--- src/logic/flash_host_pkg.sv ---
// Notes on behaviour
// - Read: select and gate low, strobe high
// - Write: strobe and select low, gate high
// - Host does not reissue operations cut by reset
// - Host waits recovery time before reading
package flash_host_pkg;
    // ==========================================================
    // Timing
    // ==========================================================
    localparam int unsigned CLK_PERIOD_NS = 100;
    localparam int unsigned ACCESS_TIME_NS = 90;
    localparam int unsigned SETUP_TIME_NS = 50;
    localparam int unsigned WRITE_PULSE_NS = 50;
    localparam int unsigned RESET_PULSE_NS = 500;
    localparam int unsigned RESET_HIGH_NS = 50;
    localparam int unsigned SLEEP_MARGIN_NS = 30;
    // Least times round up, at least one cycle
    localparam int unsigned ACCESS_CYC = (ACCESS_TIME_NS + CLK_PERIOD_NS - 1) / CLK_PERIOD_NS;
    localparam int unsigned SETUP_CYC = (SETUP_TIME_NS + CLK_PERIOD_NS - 1) / CLK_PERIOD_NS;
    localparam int unsigned WRITE_CYC = (WRITE_PULSE_NS + CLK_PERIOD_NS - 1) / CLK_PERIOD_NS;
    localparam int unsigned RESET_CYC = (RESET_PULSE_NS + CLK_PERIOD_NS - 1) / CLK_PERIOD_NS;
    localparam int unsigned RECOVER_CYC = (RESET_HIGH_NS + CLK_PERIOD_NS - 1) / CLK_PERIOD_NS;
    // Counter width
    localparam int unsigned CNT_W = 8;
    // ==========================================================
    // Widths
    // ==========================================================
    localparam int unsigned ADDR_W = 20;
    localparam int unsigned DATA_W = 8;
    // ==========================================================
    // Host operations
    // ==========================================================
    typedef enum logic [1:0] {
        OP_READ = 2'h0,
        OP_WRITE = 2'h1,
        OP_RESET = 2'h2,
        OP_UNPROTECT = 2'h3
    } op_t;
endpackage

--- src/logic/pin_sync.sv ---
`timescale 1ns/1ps
`default_nettype none
module pin_sync
    import flash_host_pkg::*;
#(
    parameter int unsigned WIDTH = 9,
    // Idle level of each pin, so that reset shows no false change
    parameter logic [WIDTH-1:0] RESET_VAL = '0
)
(
    // Clock and reset
    input wire logic mclk,
    input wire logic sys_rst,
    // Pins in, synchronised out
    input wire logic [WIDTH-1:0] pin_in,
    output logic [WIDTH-1:0] pin_out
);
    typedef struct packed {
        logic [WIDTH-1:0] first;
        logic [WIDTH-1:0] second;
    } sync_t;
    sync_t s_reg;
    sync_t s_next;

    // ==========================================================
    // Two-stage synchroniser
    // ==========================================================
    // Next state
    always_comb
    begin
        s_next.first = pin_in;
        s_next.second = s_reg.first;
    end

    // Registers
    always_ff @(posedge mclk or posedge sys_rst)
    begin
        if (sys_rst)
        begin
            s_reg <= '{first: RESET_VAL, second: RESET_VAL};
        end
        else
        begin
            s_reg <= s_next;
        end
    end

    assign pin_out = s_reg.second;
endmodule
`default_nettype wire

--- src/logic/flash_host.sv ---
`timescale 1ns/1ps
`default_nettype none
module flash_host
    import flash_host_pkg::*;
(
    // Clock and reset
    input wire logic mclk,
    input wire logic sys_rst,
    // Request port
    input wire logic req_valid,
    input wire logic [1:0] req_op,
    input wire logic [ADDR_W-1:0] req_addr,
    input wire logic [DATA_W-1:0] req_wdata,
    output logic req_ready,
    output logic rsp_valid,
    output logic [DATA_W-1:0] rsp_rdata,
    output logic dev_busy,
    // Flash pins
    output logic chip_select_n,
    output logic output_gate_n,
    output logic write_strobe_n,
    output logic init_pin_n,
    output logic high_voltage_en,
    output logic [ADDR_W-1:0] address_lines,
    output logic [DATA_W-1:0] data_out,
    output logic data_oe,
    input wire logic [DATA_W-1:0] data_in,
    input wire logic done_flag_pin
);
    typedef enum logic [2:0] {
        ST_IDLE = 3'h0,
        ST_SETUP = 3'h1,
        ST_ACTIVE = 3'h3,
        ST_DONE = 3'h2,
        ST_RESET = 3'h6,
        ST_RECOVER = 3'h7
    } state_t;

    typedef struct packed {
        state_t state;
        op_t op;
        logic [CNT_W-1:0] cnt;
        logic ready;
        logic rvalid;
        logic [DATA_W-1:0] rdata;
        logic busy;
        logic cs_n;
        logic oe_n;
        logic we_n;
        logic rst_n;
        logic hv;
        logic [ADDR_W-1:0] addr;
        logic [DATA_W-1:0] dout;
        logic doe;
    } host_t;

    host_t h_reg;
    host_t h_next;
    logic [DATA_W:0] sync_out;

    // Counts must fit the counter, read count includes synchroniser
    if (RESET_CYC >= (1 << CNT_W) || (ACCESS_CYC + 2) >= (1 << CNT_W))
    begin : g_cnt_chk
        $error("count too wide for counter");
    end

    // ==========================================================
    // Pin synchronisers
    // ==========================================================
    // Done flag idles high, data idles low
    pin_sync #(.WIDTH(DATA_W + 1), .RESET_VAL({1'b1, {DATA_W{1'b0}}})) u_sync (
        .mclk(mclk),
        .sys_rst(sys_rst),
        .pin_in({done_flag_pin, data_in}),
        .pin_out(sync_out)
    );

    // Load a count for a phase
    function automatic logic [CNT_W-1:0] cyc(input int unsigned n);
        cyc = CNT_W'(n);
    endfunction

    // ==========================================================
    // Bus sequencer
    // ==========================================================
    // Next state
    always_comb
    begin
        h_next = h_reg;
        h_next.rvalid = 1'b0;
        h_next.busy = ~sync_out[DATA_W];
        if (h_reg.cnt != '0)
            h_next.cnt = h_reg.cnt - 1'b1;
        case (h_reg.state)
            ST_IDLE:
            begin
                if (req_valid && h_reg.ready)
                begin
                    h_next.ready = 1'b0;
                    h_next.op = op_t'(req_op);
                    h_next.addr = req_addr;
                    h_next.dout = req_wdata;
                    h_next.hv = 1'b0;
                    case (op_t'(req_op))
                        OP_RESET, OP_UNPROTECT:
                        begin
                            // Float and hold chip deselected during reset
                            h_next.cs_n = 1'b1;
                            h_next.oe_n = 1'b1;
                            h_next.we_n = 1'b1;
                            h_next.doe = 1'b0;
                            h_next.rst_n = 1'b0;
                            h_next.hv = (op_t'(req_op) == OP_UNPROTECT);
                            h_next.cnt = cyc(RESET_CYC);
                            h_next.state = ST_RESET;
                        end
                        default:
                        begin
                            // Address settles with select; strobe follows
                            h_next.cs_n = 1'b0;
                            h_next.doe = (op_t'(req_op) == OP_WRITE);
                            h_next.cnt = cyc(SETUP_CYC);
                            h_next.state = ST_SETUP;
                        end
                    endcase
                end
            end
            ST_SETUP:
            begin
                if (h_reg.cnt <= 1)
                begin
                    if (h_reg.op == OP_WRITE)
                    begin
                        h_next.oe_n = 1'b1;
                        h_next.we_n = 1'b0;
                        h_next.cnt = cyc(WRITE_CYC);
                    end
                    else
                    begin
                        h_next.we_n = 1'b1;
                        h_next.oe_n = 1'b0;
                        // Extra two cycles cover the synchroniser
                        h_next.cnt = cyc(ACCESS_CYC + 2);
                    end
                    h_next.state = ST_ACTIVE;
                end
            end
            ST_ACTIVE:
            begin
                if (h_reg.cnt <= 1)
                begin
                    if (h_reg.op == OP_READ)
                    begin
                        h_next.rdata = sync_out[DATA_W-1:0];
                        h_next.rvalid = 1'b1;
                    end
                    // Write ends on strobe rise, select later
                    h_next.we_n = 1'b1;
                    h_next.oe_n = 1'b1;
                    h_next.state = ST_DONE;
                end
            end
            ST_DONE:
            begin
                // Deselect: standby, data released
                h_next.cs_n = 1'b1;
                h_next.doe = 1'b0;
                h_next.ready = 1'b1;
                h_next.state = ST_IDLE;
            end
            ST_RESET:
            begin
                if (h_reg.cnt <= 1)
                begin
                    h_next.rst_n = 1'b1;
                    h_next.hv = 1'b0;
                    h_next.cnt = cyc(RECOVER_CYC);
                    h_next.state = ST_RECOVER;
                end
            end
            ST_RECOVER:
            begin
                // Hold off requests for the recovery time and busy
                if (h_reg.cnt == '0 && sync_out[DATA_W])
                begin
                    h_next.ready = 1'b1;
                    h_next.state = ST_IDLE;
                end
            end
            default:
            begin
                h_next.state = ST_IDLE;
            end
        endcase
    end

    // Registers
    always_ff @(posedge mclk or posedge sys_rst)
    begin
        if (sys_rst)
        begin
            h_reg <= '{state: ST_IDLE, op: OP_READ, cnt: '0, ready: 1'b1, rvalid: 1'b0,
                       rdata: '0, busy: 1'b0, cs_n: 1'b1, oe_n: 1'b1, we_n: 1'b1,
                       rst_n: 1'b1, hv: 1'b0, addr: '0, dout: '0, doe: 1'b0};
        end
        else
        begin
            h_reg <= h_next;
        end
    end

    // Outputs straight from flip-flops
    assign req_ready = h_reg.ready;
    assign rsp_valid = h_reg.rvalid;
    assign rsp_rdata = h_reg.rdata;
    assign dev_busy = h_reg.busy;
    assign chip_select_n = h_reg.cs_n;
    assign output_gate_n = h_reg.oe_n;
    assign write_strobe_n = h_reg.we_n;
    assign init_pin_n = h_reg.rst_n;
    assign high_voltage_en = h_reg.hv;
    assign address_lines = h_reg.addr;
    assign data_out = h_reg.dout;
    assign data_oe = h_reg.doe;

    // ==========================================================
    // Checks
    // ==========================================================
    chk_read_strobes: assert property (@(posedge mclk) disable iff (sys_rst)
        !output_gate_n |-> (!chip_select_n && write_strobe_n && init_pin_n))
        else $error("read strobes illegal");
    chk_write_strobes: assert property (@(posedge mclk) disable iff (sys_rst)
        !write_strobe_n |-> (!chip_select_n && output_gate_n && data_oe))
        else $error("write strobes illegal");
    chk_reset_idle: assert property (@(posedge mclk) disable iff (sys_rst)
        !init_pin_n |-> (chip_select_n && output_gate_n && !data_oe))
        else $error("bus active in reset");
    chk_reset_width: assert property (@(posedge mclk) disable iff (sys_rst)
        $fell(init_pin_n) |-> !init_pin_n [*5])
        else $error("reset pulse short");
    chk_recover_wait: assert property (@(posedge mclk) disable iff (sys_rst)
        $rose(init_pin_n) |-> !req_ready [*2])
        else $error("ready before recovery");
    chk_gate_float: assert property (@(posedge mclk) disable iff (sys_rst)
        !output_gate_n |-> !data_oe)
        else $error("contention on data");
    chk_write_end: assert property (@(posedge mclk) disable iff (sys_rst)
        $rose(write_strobe_n) |-> !chip_select_n ##1 chip_select_n)
        else $error("write end order");
    chk_hv_reset: assert property (@(posedge mclk) disable iff (sys_rst)
        high_voltage_en |-> !init_pin_n)
        else $error("high voltage outside reset");
    chk_read_answer: assert property (@(posedge mclk) disable iff (sys_rst)
        $fell(output_gate_n) |-> ##3 rsp_valid)
        else $error("read answer late");
    cov_read: cover property (@(posedge mclk) rsp_valid);
    cov_write: cover property (@(posedge mclk) $rose(write_strobe_n));
    cov_reset: cover property (@(posedge mclk) $rose(init_pin_n));
endmodule
`default_nettype wire

--- config.mk ---
export PLATFORM = sky130hd
export DESIGN_NAME = flash_host
export DESIGN_NICKNAME = d
export VERILOG_FILES = /design/src/logic/flash_host_pkg.sv /design/src/logic/pin_sync.sv /design/src/logic/flash_host.sv
export SDC_FILE = /design/constraint.sdc
export NUM_CORES = 1
export LEC_CHECK = 0
export ABC_AREA = 1
export BUFFER_PORTS_ARGS = -buffer_cell sky130_fd_sc_hd__buf_4
export CAP_MARGIN = 20
export CELL_PAD_IN_SITES_DETAIL_PLACEMENT = 1
export CELL_PAD_IN_SITES_GLOBAL_PLACEMENT = 2
export CORE_MARGIN = 3
export CORE_UTILIZATION = 34
export DETAILED_ROUTE_END_ITERATION = 10
export PLACE_DENSITY_LB_ADDON = 0.15
export SYNTH_ARGS = -nofsm -noshare
export SYNTH_HDL_FRONTEND = slang
export SYNTH_SLANG_ARGS = --single-unit
--- constraint.sdc ---
create_clock -name mclk -period 4.3 [get_ports mclk]
set_input_delay 0.645 -clock mclk [delete_from_list [all_inputs] [get_ports mclk]]
set_output_delay 0.645 -clock mclk [all_outputs]
set_load 0.01 [all_outputs]
* Word-level counts from Yosys, hierarchy flattened *
Cells that the tools add are included.

cells by class
  add/subtract/negate cells = 1
  multiply operators = 0
  divide/modulo/power cells = 0
  magnitude comparators = 1
  equal/unequal tests = 15
  shift operators = 0
  mux-type cells = 30
  bitwise logic cells = 1
  reduce and logical (&&, ||, !) cells = 19

operator list
  cell                                                             count
  two-way mux 34 bit                                               1
  two-way mux 9 bit                                                3
  two-way mux 8 bit                                                3
  case mux 8 bit (3 select lines)                                  1
  two-way mux 3 bit                                                6
  case mux 3 bit (5 select lines)                                  1
  two-way mux 14 bit                                               1
  two-way mux 2 bit                                                5
  != test 2 bit (second input constant)                            5
  AND reduction 5 bit                                              2
  AND reduction 3 bit                                              3
  less-or-equal comparator 8 x 1 -> 1 bit (second input constant)  1
  zero test 8 bit                                                  1
  nonzero test 8 bit                                               1
  subtractor 8 x 1 -> 8 bit (second input constant)                1
  equality test 3 x 2 -> 1 bit (second input constant)             2
  equality test 3 bit (second input constant)                      2
  case mux 2 bit (3 select lines)                                  1
  nonzero test 3 bit                                               2
  equality test 2 x 1 -> 1 bit (second input constant)             2
  equality test 2 bit (second input constant)                      2
  two-way mux 4 bit                                                1
  case mux 1 bit (2 select lines)                                  2
  case mux 2 bit (2 select lines)                                  1
  12 further kinds                                                 17

word-level totals
  register bits = 76
  latch bits = 0
  memory bits (writable) = 0
  ROM bits = 0
  input bits = 42
  output and inout bits = 45
  logic and storage cells = 84
  memories = 0

* Depth between registers and ports, before layout *
  word-level depth = 5
  depth in mapped cells = 11
  depth with buffers taken out = 11

* By module *
Synthesis repeated with hierarchy kept, for this count alone.

second synthesis, totals
  cells, all modules = 365
  area, all modules = 3309.4 µm²

by module, submodules not included
  module      times used  cells an instance  area each (µm²)  seq. area each (µm²)
  flash_host  1           346                2852.7           1457.6
  pin_sync    1           19                 456.7            452.9

* Least setup slack after synthesis *
Ideal clock, no wire load.

  path kind = reg2reg
  start point = register h_reg[45] (netlist bit)
  end point = register h_reg[57] (netlist bit)
  library setup time = 0.121 ns
  data arrival time = 1.403 ns
  required time = 4.179 ns
  path slack = 2.776 ns
  stages on the path, launching flop included = 12
  buffers on the path = 0
  clock period less this slack = 1.524 ns
  path through = dfrtp_1 -> inv_1 -> ha_1 -> inv_1 -> nand2_1 -> nand2_2 -> nor2_4 -> nor2_2 -> nor2_2 -> nand3_2 -> nand2_1 -> nand2_1

between the ends
  cells in the longest elaborated chain, start to end = 4
  elaborated cells on any way between the ends = 8
  classes of those cells = order compare: 1; eq/ne: 4; reduce/logical: 3

RTL lines
  item                                                                             RTL line           source
  start, declared                                                                  flash_host.sv:57   host_t h_reg;
  start signal, assigned                                                           flash_host.sv:202  h_reg <= '{state: ST_IDLE, op: OP_READ, cnt: '0, ready: 1'b1, rvalid: 1'b0,
  start signal, assigned                                                           flash_host.sv:208  h_reg <= h_next;
  branches (longest 3 deep; another with less-or-equal comparator 8 x 1 -> 1 bit)  -
  AND reduction 5 bit (no source line) *                                           -

Mark *: on every way between the ends.
A chain may end at the register's enable or synchronous reset.

* Worst setup path in the final report *
  start point = register h_reg[56] (netlist bit)
  end point = register h_reg, in the netlist high_voltage_en

between the ends
  cells in the longest elaborated chain, start to end = 3
  elaborated cells on any way between the ends = 7
  classes of those cells = eq/ne: 3; mux: 1; reduce/logical: 3

RTL lines
  item                                                                  RTL line          source
  equality test 3 bit or zero test 3 bit (tied branches)                flash_host.sv:94  case (h_reg.state)
  != test 2 bit (no source line) or nonzero test 2 bit (tied branches)  -
  AND reduction 3 bit (no source line)                                  -

Several ways; a longest one is shown, not always the timed one.

==> out/results.tsv <==
stage	metric	value	unit
logic_synthesis	yosysMostFrequentCell	nand2_1	
logic_synthesis	synth_compound_area_share	3.40	%
sta	period_share	55.4	%
route	wire_per_inst	12.9	um
pwr	p_sw_share	24.7	%
global_route	grt_usage	13.7	%
clocking	cts_setup_buffers	0	
logic_synthesis	synth_xor_xnor_area_share	1.57	%
pwr	p_switching	0.316	mW
logic_synthesis	async_flop_share	100	%
placement	gp_congestion	0.844	
route	vias	2357	
logic_synthesis	yosys.area.top_type	dfrtp_1	
cells_and_area	antennaDiodeCount	0	
sta	tns	0	ps
pwr	pwr_density_cell	319	mW/mm^2
logic_synthesis	syn-num-nets	409	
logic_synthesis	yosys_warnings	0	
die	dieHeight	105	um
cells_and_area	largest_register_ffs	20	
clocking	cts_tree	built	
sta	relSlewSlack	44.8	%
logic_synthesis	synth.ff_latch_count	76	
route	routed_wl	7170	um
logic_synthesis	synth_commonest_cells	nand2_1 (144), dfrtp_1 (69), buf_4 (36), inv_1 (23), nor2_1 (21)	
die	start_util	35.5	%
logic_synthesis	synth_edf_count	0	
run_status	status	finished clean	
logic_synthesis	synth_top_family_by_area	simple AND/OR/NAND/NOR gates	
sta	fin_skew	12.7	ps
die	fp.coreArea	0.00942	mm^2
sta	finalHoldViolCount	0	
sta	setup_viol	0	
logic_synthesis	synthTopCellsByArea	dfrtp_1 (52%), nand2_1 (16%), buf_4 (8.1%), dfstp_2 (5.5%), inv_1 (2.6%)	
route	drt_first_pass_iters	4	
worst_setup_path	worstSetupStartpointType	flip-flop	
logic_synthesis	synth_cells	364	
pwr	seq_power_share	56.7	%
logic_synthesis	synth_top_area_share	51.6	%
pwr	fin_total_pwr	1.28	mW
pwr	p_comb_share	3.6	%
cells_and_area	n_fill_cell	1118	
placement	port_buffers	86	
logic_synthesis	synthFlopType	dfrtp_1	
logic_synthesis	synthMuxAreaShare	0	%
placement	place_ws	1720	ps
pwr	p_leak	2.27	nW
clocking	ctsHoldBuffers	0	
route	ant_nets	0	
global_route	grt_pass1_wl	12000	um
pwr	vdd_ir_drop_max	0.000147	V
route	remaining_drc_errors	0	
pwr	p_int	0.966	mW
die	dieArea	0.0111	mm^2
logic_synthesis	synth-adder-area-share	1.12	%
sta	slew_violations	0	
sta	setup_ws	1920	ps
sta	min_period	2380	ps
placement	hpwl	5130	um
clocking	ctsLongestPathBuffers	2	
placement	place_inst	538	
logic_synthesis	ys_seq_area_share	57.1	%
sta	rsz0062_at_grt	false	
logic_synthesis	ys_types	29	
worst_setup_path	arrival	2620	ps
clocking	cts_buffers	9	
die	die_w	105	um
global_route	grt_start_max_net_pins	48	
flow_run	cap_violations	0	
logic_synthesis	synth-simple-area-share	24.1	%
worst_setup_path	critPathKind	flip-flop to flip-flop	
global_route	grt_pass1_vias	2471	
global_route	overflow	0	
sta	tightestPinTransition	827	ps
sta	fmax	420	MHz
sta	holdWs	353	ps
clocking	clkSlewWorstSetupHoldPaths	90	ps
global_route	antenna_found_initial	0	
hold_path	hp-class	flip-flop to flip-flop	
cells_and_area	stdcell_count	554	
clocking	h-tree-depth	3	
worst_setup_path	setup.worst_path.end_class	flip-flop	
route	via_per_inst	4.25	
worst_setup_path	cp_max_fo	35	
route	drtIter0Drc	58	
die	rows	35	
pwr	clkPwrFrac	39.8	%
clocking	cts.sinks	76	
clocking	clkLatencyLatePin	360	ps
cells_and_area	area_growth	20.3	%
cells_and_area	nNetsFinal	465	
clocking	postCtsResizedCells	0	
worst_setup_path	critPathRequiredTime	4540	ps
logic_synthesis	postSynthAreaPerCell	9.19	um^2
die	top_level_ports	87	
cells_and_area	drive_gt1_share	31.3	%
logic_synthesis	syn_area	0.00334	mm^2
clocking	ctsRootBufferMaster	clkbuf_8	
final cells by class:
| cell class | count | area, um^2 | share of cell area [%] |
|---|---|---|---|
| repair buffers | 87 | 653 | 16.2 |
| well taps | 129 | 161 | 4.01 |
| clock inverters | 7 | 58.8 | 1.46 |
| clock buffers | 9 | 124 | 3.08 |
| inverters | 27 | 108 | 2.67 |
| flip-flops and latches | 76 | 1910 | 47.5 |
| multi-input cells | 219 | 1010 | 25.1 |
cell families (layout without fill, tap and decap cells):
group,Yosys count,count (layout)
xor+xnor,6,6
fa+ha+maj,3,3
simple gates,192,192
flops,76,76
compound gates,18,18
buf+inv,69,130
metal layers:
metal | GRT usage [%] | routed length (um)
met5 | 0 | 0
met4 | 5.81 | 100
met3 | 4.76 | 399
met2 | 20.8 | 3420
met1 | 17.7 | 3260
metrics by stage:
stage	cell area (um^2)	util (%)
finish	4020	42.7
CTS	4020	42.7
detailed placement	3840	40.8
global route	4020	42.7
global placement	3840	40.8
floorplan	3340	-
placed cells by master (no fill, tap or decap), types with 2 or more instances in the layout:
cell type / count
nor2_4: 2
inv_6: 2
inv_1: 22
inv_2: 3
a21oi_1: 3
nand2_2: 4
o21ai_0: 7
ha_1: 3
buf_4: 87
o21ai_2: 2
nand2_1: 144
o211ai_1: 2
dfrtp_1: 69
xnor2_1: 2
clkinvlp_4: 4
nand3_1: 10
xor2_1: 4
nand4_1: 2
nor2_2: 6
dfstp_2: 7
nor2_1: 21
clkbuf_8: 9
path summary, 6_finish.rpt:
check	start	to	slack (ps)	cells past startpoint
setup / recovery	h_reg[56]	high_voltage_en	1920	8
hold / removal	u_sync.s_next[2]	u_sync.pin_out[2]	350	0
setup reg to reg	h_reg[56]	high_voltage_en	1920	8
hold reg to reg	u_sync.s_next[2]	u_sync.pin_out[2]	350	0
max in group asynchronous	sys_rst	u_sync.s_next[3]	3000	3
min in group asynchronous	sys_rst	address_lines[4]	430	2
power by group through the flow:
stage               sequential, mW  combinational, mW  clock, mW
floorplan                    0.740             0.0114          0
global placement             0.740             0.0474          0
detailed placement           0.741             0.0480          0
CTS                          0.727             0.0481      0.535
global route                 0.728             0.0514      0.565
finish                       0.726             0.0459      0.510
critical path, cell delays in order (launching register included):
cell and delay, ps:
dfrtp_1 460, nor2_2 190, nand2_2 110, nor2_4 580
inv_2 450, nor2_1 240, nor2_1 60, o21ai_0 90
nor2_1 60
(Power assumes the default switching activity.)
